$ cat src/logic/tmr2_defines.svh
// register offsets, field positions, reset values and timing counts of the
// capture/reload timer; included by the design and the bench
`ifndef TMR2_DEFINES_SVH
`define TMR2_DEFINES_SVH
// ----------------------------------------------------------------------
// register offsets
// ----------------------------------------------------------------------
`define TMR2_ADDR_CONTROL   8'hC8
`define TMR2_ADDR_RELOAD_LO 8'hCA
`define TMR2_ADDR_RELOAD_HI 8'hCB
`define TMR2_ADDR_COUNT_LO  8'hCC
`define TMR2_ADDR_COUNT_HI  8'hCD
// ----------------------------------------------------------------------
// control register fields
// ----------------------------------------------------------------------
`define TMR2_BIT_OVF        7
`define TMR2_BIT_EXTF       6
`define TMR2_BIT_RXCLK      5
`define TMR2_BIT_TXCLK      4
`define TMR2_BIT_TRIG_EN    3
`define TMR2_BIT_RUN        2
`define TMR2_BIT_CNT_SEL    1
`define TMR2_BIT_CAP_SEL    0
// ----------------------------------------------------------------------
// reset values and timing
// ----------------------------------------------------------------------
`define TMR2_RST_BYTE       8'h00
`define TMR2_RST_WORD       16'h0000
`define TMR2_TICK_CYCLES    1'b1
`endif

$ cat src/logic/tmr2_pkg.sv
// types shared by the capture/reload timer
// assumes tmr2_defines.svh sits in the include path
package tmr2_pkg;
   typedef struct packed {
      logic [7:0]  ctrl_r;
      logic [15:0] reload_r;
      logic [15:0] count_r;
      logic        prescale_r;
      logic [2:0]  cnt_pin_sync_r;
      logic [2:0]  trg_pin_sync_r;
      logic        cnt_pin_state_r;
      logic        trg_pin_state_r;
      logic [7:0]  rdata_r;
      logic        rx_tick_r;
      logic        tx_tick_r;
   } tmr2_state_t;
endpackage

$ cat src/logic/tmr2_timer.sv
// 16-bit capture / auto-reload timer behind a byte register port
// assumes one 50 MHz clock MCLK, async active-high RESET, pins asynchronous
// assumes the core never raises the write and read strobes in one cycle
//
// How it works
// with counter_timer_select at 0 the count advances once every two clocks.
// with counter_timer_select at 1 the count advances on each falling edge of the count pin.
// with capture_reload_select at 0 overflow and an enabled trigger edge reload the count.
// with capture_reload_select at 1 an enabled trigger edge copies the count into the reload value.
// when either serial clock select picks this timer, overflow always reloads and capture is off.
// the reload/capture value lives at CAh (low) and CBh (high), resetting to 00h.
// the running count is read and written at CCh (low) and CDh (high), resetting to 00h.
// overflow sets overflow_flag unless a serial clock select is on; software clears it.
// an enabled trigger edge that captures or reloads sets external_trigger_flag; software clears it.
// trigger edges act only with trigger_enable set and both serial clock selects clear.
// overflow is given out as serial receive/transmit bit clock when its select bit is 1.
// the count advances and overflows only while run_control is set.
`timescale 1ns/100ps
`include "tmr2_defines.svh"

module tmr2_timer
   import tmr2_pkg::*;
(
   // clock and reset
   input  wire logic       MCLK,
   input  wire logic       RESET,
   // register port
   input  wire logic [7:0] ADDR,
   input  wire logic [7:0] WDATA,
   input  wire logic       WR,
   input  wire logic       RD,
   output logic      [7:0] RDATA,
   // pins
   input  wire logic       COUNT_INPUT_PIN,
   input  wire logic       EXTERNAL_TRIGGER_PIN,
   // serial bit clocks, one pulse per overflow
   output logic            SERIAL_RX_TICK,
   output logic            SERIAL_TX_TICK
);

   tmr2_state_t st_r;
   tmr2_state_t st_nxt;

   // filtered pin level changes once the last two sync stages agree
   // a pin glitch shorter than one clock never reaches the count
   function automatic logic filt(input logic [2:0] s, input logic cur);
      filt = (s[1] == s[2]) ? s[2] : cur;
   endfunction

   // ----------------------------------------------------------------------
   // next-state logic
   // ----------------------------------------------------------------------
   always_comb begin
      logic        cnt_fall;
      logic        trg_fall;
      logic        serial_use;
      logic        tick;
      logic        ovf;
      logic        trg_act;
      logic [16:0] sum;
      // locals start defined on every pass
      cnt_fall   = 1'b0;
      trg_fall   = 1'b0;
      serial_use = 1'b0;
      tick       = 1'b0;
      ovf        = 1'b0;
      trg_act    = 1'b0;
      sum        = 17'h00000;
      st_nxt = st_r;
      // three-flop synchronisers and the agreement filter per pin
      st_nxt.cnt_pin_sync_r = {st_r.cnt_pin_sync_r[1:0], COUNT_INPUT_PIN};
      st_nxt.trg_pin_sync_r = {st_r.trg_pin_sync_r[1:0], EXTERNAL_TRIGGER_PIN};
      st_nxt.cnt_pin_state_r = filt(st_r.cnt_pin_sync_r, st_r.cnt_pin_state_r);
      st_nxt.trg_pin_state_r = filt(st_r.trg_pin_sync_r, st_r.trg_pin_state_r);
      // falling edges of the filtered levels
      cnt_fall = st_r.cnt_pin_state_r & ~st_nxt.cnt_pin_state_r;
      trg_fall = st_r.trg_pin_state_r & ~st_nxt.trg_pin_state_r;
      // serial use overrides capture and gates the trigger pin
      serial_use = st_r.ctrl_r[`TMR2_BIT_RXCLK] | st_r.ctrl_r[`TMR2_BIT_TXCLK];
      // prescaler toggles always so timer ticks stay on a fixed phase
      st_nxt.prescale_r = ~st_r.prescale_r;
      tick = st_r.ctrl_r[`TMR2_BIT_CNT_SEL] ? cnt_fall
                                            : (st_r.prescale_r == `TMR2_TICK_CYCLES);
      tick = tick & st_r.ctrl_r[`TMR2_BIT_RUN];
      // carry out of the 16-bit add marks an overflow
      sum = {1'b0, st_r.count_r} + 17'h00001;
      ovf = tick & sum[16];
      trg_act = trg_fall & st_r.ctrl_r[`TMR2_BIT_TRIG_EN] & ~serial_use;
      // count path: tick first, the reloads below override it
      if (tick) begin
         st_nxt.count_r = sum[15:0];
      end
      // reload on overflow, forced when a serial select is on
      if (ovf & (serial_use | ~st_r.ctrl_r[`TMR2_BIT_CAP_SEL])) begin        // see
         st_nxt.count_r = st_r.reload_r;
      end
      if (trg_act & ~st_r.ctrl_r[`TMR2_BIT_CAP_SEL]) begin
         st_nxt.count_r = st_r.reload_r;
      end
      // software writes land first so hardware set wins on the flags
      if (WR) begin
         case (ADDR)
            `TMR2_ADDR_CONTROL:   st_nxt.ctrl_r = WDATA;
            `TMR2_ADDR_RELOAD_LO: st_nxt.reload_r[7:0] = WDATA;
            `TMR2_ADDR_RELOAD_HI: st_nxt.reload_r[15:8] = WDATA;
            `TMR2_ADDR_COUNT_LO:  st_nxt.count_r[7:0] = WDATA;
            `TMR2_ADDR_COUNT_HI:  st_nxt.count_r[15:8] = WDATA;
            default: ;
         endcase
      end
      if (trg_act & st_r.ctrl_r[`TMR2_BIT_CAP_SEL]) begin
         st_nxt.reload_r = st_r.count_r;
      end
      if (ovf & ~serial_use) begin
         st_nxt.ctrl_r[`TMR2_BIT_OVF] = 1'b1;
      end
      if (trg_act) begin
         st_nxt.ctrl_r[`TMR2_BIT_EXTF] = 1'b1;
      end
      // ticks last one cycle, one per overflow
      st_nxt.rx_tick_r = ovf & st_r.ctrl_r[`TMR2_BIT_RXCLK];
      st_nxt.tx_tick_r = ovf & st_r.ctrl_r[`TMR2_BIT_TXCLK];
      // read data valid only in the cycle after the strobe
      // unmapped reads return 00h so a stray address reads as empty
      st_nxt.rdata_r = `TMR2_RST_BYTE;
      if (RD) begin
         case (ADDR)
            `TMR2_ADDR_CONTROL:   st_nxt.rdata_r = st_r.ctrl_r;
            `TMR2_ADDR_RELOAD_LO: st_nxt.rdata_r = st_r.reload_r[7:0];
            `TMR2_ADDR_RELOAD_HI: st_nxt.rdata_r = st_r.reload_r[15:8];
            `TMR2_ADDR_COUNT_LO:  st_nxt.rdata_r = st_r.count_r[7:0];
            `TMR2_ADDR_COUNT_HI:  st_nxt.rdata_r = st_r.count_r[15:8];
            default:              st_nxt.rdata_r = `TMR2_RST_BYTE;
         endcase
      end
   end

   // ----------------------------------------------------------------------
   // state register
   // ----------------------------------------------------------------------
   // one register holds the whole state; reset clears every field
   always_ff @(posedge MCLK or posedge RESET) begin
      if (RESET) begin
         st_r <= '0;
      end else begin
         st_r <= st_nxt;
      end
   end

   // ----------------------------------------------------------------------
   // outputs
   // ----------------------------------------------------------------------
   // every output is a field of the state register
   assign RDATA          = st_r.rdata_r;
   assign SERIAL_RX_TICK = st_r.rx_tick_r;
   assign SERIAL_TX_TICK = st_r.tx_tick_r;

   // ----------------------------------------------------------------------
   // assertions
   // ----------------------------------------------------------------------
   // serial use as seen by the checks
   wire logic srl = st_r.ctrl_r[`TMR2_BIT_RXCLK] | st_r.ctrl_r[`TMR2_BIT_TXCLK];

   // checks look at the registered state one edge after the cause
   a_timer_stopped: assert property (@(posedge MCLK) disable iff (RESET)
      (!st_r.ctrl_r[`TMR2_BIT_RUN] && !WR && !$past(WR) && st_r.ctrl_r[`TMR2_BIT_CAP_SEL])
      |=> st_r.count_r == $past(st_r.count_r) || $past(st_r.reload_r) != st_r.reload_r)
      else $error("count moved while stopped");

   a_timer_rate: assert property (@(posedge MCLK) disable iff (RESET)
      (st_r.ctrl_r[2:1] == 2'b10 && !WR && st_r.count_r != 16'hFFFF && !st_r.prescale_r
       && !st_r.ctrl_r[`TMR2_BIT_TRIG_EN])
      |=> st_r.count_r == $past(st_r.count_r))
      else $error("timer advanced on off phase");

   a_reload_ovf: assert property (@(posedge MCLK) disable iff (RESET)
      (st_r.ctrl_r[`TMR2_BIT_RUN] && !st_r.ctrl_r[1] && st_r.prescale_r && st_r.count_r == 16'hFFFF
       && !st_r.ctrl_r[0] && !WR) |=> st_r.count_r == $past(st_r.reload_r))
      else $error("no reload on overflow");

   a_forced_reload: assert property (@(posedge MCLK) disable iff (RESET)
      (st_r.ctrl_r[2:1] == 2'b10 && st_r.prescale_r && st_r.count_r == 16'hFFFF && srl && !WR)
      |=> st_r.count_r == $past(st_r.reload_r))
      else $error("serial use did not force reload");

   a_ovf_flag: assert property (@(posedge MCLK) disable iff (RESET)
      (st_r.ctrl_r[2:1] == 2'b10 && st_r.prescale_r && st_r.count_r == 16'hFFFF && !srl)
      |=> st_r.ctrl_r[`TMR2_BIT_OVF])
      else $error("overflow flag not set");

   a_flag_sticky: assert property (@(posedge MCLK) disable iff (RESET)
      (st_r.ctrl_r[`TMR2_BIT_OVF] && !WR) |=> st_r.ctrl_r[`TMR2_BIT_OVF])
      else $error("overflow flag dropped without a write");

   a_tick_out: assert property (@(posedge MCLK) disable iff (RESET)
      SERIAL_TX_TICK |-> $past(st_r.ctrl_r[`TMR2_BIT_TXCLK]) && $past(st_r.count_r) == 16'hFFFF)
      else $error("tx tick without overflow");

   a_rx_tick_out: assert property (@(posedge MCLK) disable iff (RESET)
      SERIAL_RX_TICK |-> $past(st_r.ctrl_r[`TMR2_BIT_RXCLK]) && $past(st_r.count_r) == 16'hFFFF)
      else $error("rx tick without overflow");

   a_trig_gate: assert property (@(posedge MCLK) disable iff (RESET)
      ($rose(st_r.ctrl_r[`TMR2_BIT_EXTF]) && !$past(WR)) |-> $past(st_r.ctrl_r[`TMR2_BIT_TRIG_EN]) && !$past(srl))
      else $error("trigger acted while gated");

   a_trig_capture: assert property (@(posedge MCLK) disable iff (RESET)
      ($rose(st_r.ctrl_r[`TMR2_BIT_EXTF]) && !$past(WR) && $past(st_r.ctrl_r[`TMR2_BIT_CAP_SEL]))
      |-> st_r.reload_r == $past(st_r.count_r))
      else $error("capture did not copy the count");

   a_trig_reload: assert property (@(posedge MCLK) disable iff (RESET)
      ($rose(st_r.ctrl_r[`TMR2_BIT_EXTF]) && !$past(WR) && !$past(st_r.ctrl_r[`TMR2_BIT_CAP_SEL]))
      |-> st_r.count_r == $past(st_r.reload_r))
      else $error("trigger did not reload the count");

   a_read_data: assert property (@(posedge MCLK) disable iff (RESET)
      (RD && ADDR == `TMR2_ADDR_COUNT_HI) |=> RDATA == $past(st_r.count_r[15:8]))
      else $error("count high read mismatch");

   a_reload_read: assert property (@(posedge MCLK) disable iff (RESET)
      (WR && ADDR == `TMR2_ADDR_RELOAD_LO) ##1 (RD && ADDR == `TMR2_ADDR_RELOAD_LO && !st_r.ctrl_r[0])
      |=> RDATA == $past(WDATA, 2))
      else $error("reload low readback mismatch");

   // main scenarios the bench should reach
   c_overflow: cover property (@(posedge MCLK) disable iff (RESET) st_r.ctrl_r[`TMR2_BIT_OVF]);
   c_capture: cover property (@(posedge MCLK) disable iff (RESET)
      st_r.ctrl_r[`TMR2_BIT_EXTF] && st_r.ctrl_r[`TMR2_BIT_CAP_SEL]);
   c_serial: cover property (@(posedge MCLK) disable iff (RESET) SERIAL_RX_TICK);
   c_trig_reload: cover property (@(posedge MCLK) disable iff (RESET)
      st_r.ctrl_r[`TMR2_BIT_EXTF] && !st_r.ctrl_r[`TMR2_BIT_CAP_SEL]);
   c_counter_mode: cover property (@(posedge MCLK) disable iff (RESET)
      st_r.ctrl_r[`TMR2_BIT_CNT_SEL] && st_r.count_r != 16'h0000);

endmodule

$ cat config.mk
export PLATFORM = sky130hd
export DESIGN_NAME = tmr2_timer
export DESIGN_NICKNAME = d
export VERILOG_FILES = /design/src/logic/tmr2_pkg.sv /design/src/logic/tmr2_timer.sv
export VERILOG_INCLUDE_DIRS = /design/src /design/src/logic
export SDC_FILE = /design/constraint.sdc
export NUM_CORES = 1
export LEC_CHECK = 0
export ABC_CLOCK_PERIOD_IN_PS = 3200
export BUFFER_PORTS_ARGS = -buffer_cell sky130_fd_sc_hd__buf_2
export CAP_MARGIN = 40
export CORE_MARGIN = 10
export CORE_UTILIZATION = 54
export CTS_CLUSTER_DIAMETER = 200
export DETAILED_ROUTE_END_ITERATION = 8
export GPL_TIMING_DRIVEN = 0
export PLACE_DENSITY = 0.83
export SLEW_MARGIN = 40
export SYNTH_ARGS = -nofsm -noshare
export SYNTH_HDL_FRONTEND = slang
export SYNTH_SLANG_ARGS = --single-unit
export TNS_END_PERCENT = 1
$ cat constraint.sdc
create_clock -name MCLK -period 3.2 [get_ports MCLK]
set_input_delay 0 -clock MCLK [delete_from_list [all_inputs] [get_ports MCLK]]
set_output_delay 0 -clock MCLK [all_outputs]
set_load 0.005 [all_outputs]
Word-level counts from Yosys, hierarchy flattened
Index checks and enable logic that the tools add are counted.
{"block": "word_totals", "ff_bits": 59, "latchBits": 0, "mem_bits_rw": 0, "romBits": 0, "in_bits": 22, "output_inout_bits": 10, "wordCells": 70, "memories": 0}
{"block": "op_classes", "addsub": 1, "mul": 0, "n_div": 0, "order_cmp": 0, "eq_ne": 7, "n_shift": 0, "mux": 17, "bitwise": 19, "n_reduce_logical": 12}
{"op": "16-bit two-way mux", "count": 4}
{"op": "8-bit two-way mux", "count": 6}
{"op": "8-bit equality test, second input constant", "count": 5}
{"op": "40-bit two-way mux", "count": 1}
{"op": "8-bit one-hot mux with 5 select lines", "count": 1}
{"op": "16-bit by 1-bit adder with 17-bit output, second input constant", "count": 1}
{"op": "2-bit nonzero test", "count": 7}
{"op": "1-bit bitwise AND", "count": 12}
{"op": "2-bit AND reduction", "count": 5}
{"op": "1-bit two-way mux", "count": 5}
{"op": "1-bit inverter", "count": 5}
{"op": "1-bit equality test", "count": 2}
{"op": "1-bit OR", "count": 2}

Longest topological paths before layout
{"block": "logic_depth", "depth_word": 13, "mapped_depth": 8, "ltp_nobuf": 7}

Worst setup path after synthesis
Ideal clock, no wire load.
{"block": "synth_timing", "path_kind": "register to register", "from": "register st_r[19] (netlist bit)", "to": "register st_r[20] (netlist bit)", "setup_time_ps": 64, "arrival_ps": 1768, "t_required_ps": 3136, "setup_slack_ps": 1368, "path_stages_with_launch": 8, "path_buffers": 1, "synth_period_minus_slack_ps": 1832, "path_cell_list": "dfrtp_1 > ha_1 > nand4_2 > a211oi_4 > a41oi_4 > buf_6 > a211oi_1 > a21o_1"}
{"item": "from (decl)", "line": "tmr2_timer.sv:41", "rtl": "tmr2_state_t st_r;"}
{"item": "from (signal assigned)", "line": "tmr2_timer.sv:146", "rtl": "st_r <= st_nxt;"}

==> flow_summary.ini <==
[global_routing]
antenna_found_initial = 0
grt_overflow = 0
grt_pass1_wl_um = 13500
grt.total_usage = 0.178
grt_max_degree = 43
grt_pass1_vias = 2657

[yosys]
yosysSeqAreaShare = 0.460
synth.top_cell.area_share = 0.460
synth_area_um2 = 3210
netlist_instances = 325
ys_types = 43
yosysWarningCount = 0
synth.avg_cell_area_um2 = 9.87
ys_ff_latch = 59
syn-num-nets = 348
synth_area_leaders = dfrtp_1 46%, mux2i_1 11%, nor2_1 4.6%, nand2_1 3.5%, a21oi_1 3.4%
synth_largest_area_cell = dfrtp_1

[cts]
clockBufferDepth = 2
numCtsBuffers = 9
cts_tree = yes
clkSinkCount = 59
cts-root-buf = clkbuf_8
ctsResizeCount = 0
clk_pin_slew_ns = 0.07
htree_levels = 3
clkLatencyLatePin_ns = 0.34
post_cts_buffers = 0

[power]
p_leak_nw = 1.81
peakVddDrop_mv = 0.364
fin_total_pwr_w = 0.00199
p_per_area_nw_per_um2 = 528

[timing]
final.setup.tns_ns = 0
finClkSkew_ns = 0.00523
worstMarginPinSlew_ns = 0.705
relSlewSlack = 0.530
timing.final.crit_share = 0.708
rsz0062_at_grt = false
drv_slew = 0
timing.fmax_ghz = 0.441
hold_viol_final = 0
post-route-min-period_ns = 2.27
setup_viol = 0

[finish]
diodes = 0
layout_common_cells = 59 x dfrtp_1, 39 x nor2_1, 34 x buf_2, 34 x mux2i_1, 30 x nand2_1
mostFrequentLayoutCell = dfrtp_1
fillers = 475
layout.nets = 402
finish.utilization = 0.644
drive_gt1_frac = 0.191
syn2layout_area_growth_pct = 17.5

[placed_design]
dp_hpwl_um = 5800
gp_congestion = 0.931
io_buffers = 31

[status]
run_status = complete, no violations

[floorplanning]
dieArea_um2 = 9420
initial_core_util = 0.548
die_y_um = 97.1
ioPinCount = 32
die_x_um = 97.1
core_um2 = 5850
rows = 28

[drt]
postRouteAntennaNets = 0
viasPerCell = 5.76
vias = 2636
drc_errors = 0
wl_per_cell_um = 18.0
drt_iter0_drc = 293
dr.pass1.iters = 5
drt_wl_total_um = 8240

[setup_path]
required_ns = 3.48
worstPathMaxFanout = 10
reg2reg_to = st_r[26]$_DFF_PP0_
reg2reg_depth = 7
crit_path_end_kind = register
path_buf_inv = 1
ff2ff_setup_slack_ns = 0.93
crit_family = compound AO/OA/AOI/OAI gates
arrival_ns = 2.55
crit_path_start_kind = register
worstSetupPathType = reg -> reg
crit_path_start = st_r[19]$_DFF_PP0_
slowest_stage = dfrtp_1
crit_path_max_incr_delay_ns = 0.45
path_cells = ha_1, nand4_2, a211oi_4, a41oi_4, buf_6, a211oi_1, a21o_1
r2r_start = st_r[19]$_DFF_PP0_

[hold_path]
min_from = RD
hold_path_end = RDATA[3]$_DFF_PP0_
hold_class = in -> reg
whs_path_depth = 3

[flow_run]
cap_violations = 0
-- worst max path at each step --
stage                                 to  depth (start not counted)
global route          st_r[26]$_DFF_PP0_                          7
global placement    st_r[55]$_DFFE_PP0P_                          2
finish                st_r[26]$_DFF_PP0_                          7
detailed placement    st_r[26]$_DFF_PP0_                          7
CTS                   st_r[26]$_DFF_PP0_                          7
floorplan             st_r[20]$_DFF_PP0_                          7
-- cell type report --
cell class / instances / area, um2 / share of cell area
multi-input cells: 237 / 1580 / 0.420
flip-flops and latches: 59 / 1480 / 0.392
repair buffers: 43 / 285 / 0.0757
clock buffers: 13 / 169 / 0.0448
plain buffers: 23 / 128 / 0.0339
well taps: 75 / 93.8 / 0.0249
inverters: 6 / 25.0 / 0.00664
clock inverters: 2 / 10.0 / 0.00266
-- per-layer routing --
| layer | routed length, um | up-vias | part of all wire | track usage |
|---|---|---|---|---|
| li1 | - | 1260 | - | - |
| met1 | 3550 | 1242 | 0.43 | 0.217 |
| met2 | 3790 | 121 | 0.46 | 0.274 |
| met3 | 709 | 13 | 0.086 | 0.0633 |
| met4 | 193 | 0 | 0.023 | 0.0806 |
| met5 | 0 | - | 0 | 0 |
-- worst min-delay path: stages --
cell and delay (ns):
buf_2 0.10, nand4_1 0.22, nor2_1 0.08
-- state kept, by name, summed over array words and instances, names as in the netlist --
name and count:
st_r 45, RDATA 8, st_nxt 4, SERIAL_RX_TICK 1
SERIAL_TX_TICK 1
-- power by group --
| group | switching [W] | internal (W) |
|---|---|---|
| Clock | 0.000286 | 0.000338 |
| Sequential | 0.000139 | 0.000838 |
| Combinational | 0.000197 | 0.000193 |
| Total | 0.000622 | 0.00137 |
-- metrics by stage --
step	std cells	worst slack [ns]	instance area (um2)	hold slack (ns)
after floorplan	325	1.37	3210	0.0314
after global placement	431	1.03	3460	0.109
after detailed placement	432	0.975	3480	-0.0498
after CTS	458	0.955	3770	0.0706
after global routing	458	0.789	3770	0.0754
final	458	0.934	3770	0.0874
-- kinds of logic (layout without fill, tap and decap cells) --
kind of cell / count (synthesis) / count (layout) / share of synthesized area
fa+ha+maj: 3 / 3 / 0.0101
flops: 59 / 59 / 0.460
simple gates: 114 / 114 / 0.173
mux: 41 / 41 / 0.131
compound gates: 64 / 64 / 0.138
buf+inv: 29 / 87 / 0.0468
xor+xnor: 15 / 15 / 0.0410
-- Yosys cell counts --
| cell type | count |
|---|---|
| dfrtp_1 | 59 |
| a211oi_2 | 1 |
| xor2_1 | 6 |
| o22a_1 | 5 |
| buf_6 | 1 |
| nand4_2 | 1 |
| and3_1 | 6 |
| o21ai_0 | 6 |
| inv_1 | 6 |
| nand3_1 | 15 |
| a22oi_1 | 3 |
| nor3_1 | 1 |
| a31oi_1 | 3 |
| nand2_1 | 30 |
| ha_1 | 1 |
| and4_1 | 4 |
| o22ai_1 | 1 |
| nand4_1 | 7 |
| clkbuf_1 | 8 |
| mux2_2 | 7 |
| o21a_1 | 1 |
| a31o_2 | 1 |
| and4bb_2 | 1 |
| xnor2_1 | 9 |
| a21oi_1 | 22 |
| nand2b_1 | 2 |
| a211oi_4 | 1 |
| nor3b_2 | 1 |
| nand4bb_1 | 1 |
| mux2i_1 | 34 |
| a211oi_1 | 6 |
| buf_4 | 8 |
| o211ai_1 | 7 |
| a21o_1 | 3 |
| nor2_1 | 39 |
| nor2b_1 | 3 |
| a41oi_4 | 1 |
| buf_2 | 3 |
| nor3b_1 | 1 |
| and2_1 | 2 |
| buf_1 | 3 |
| o21ai_1 | 3 |
| maj3_1 | 2 |
-- timing repair --
item / 4_1_cts / 5_1_grt
endpoints found under the hold margin: 84 / 0
setup endpoints to repair: 0 / 0
hold buffers: 11 / 0
Note: power is estimated with default switching activity, not from simulation.
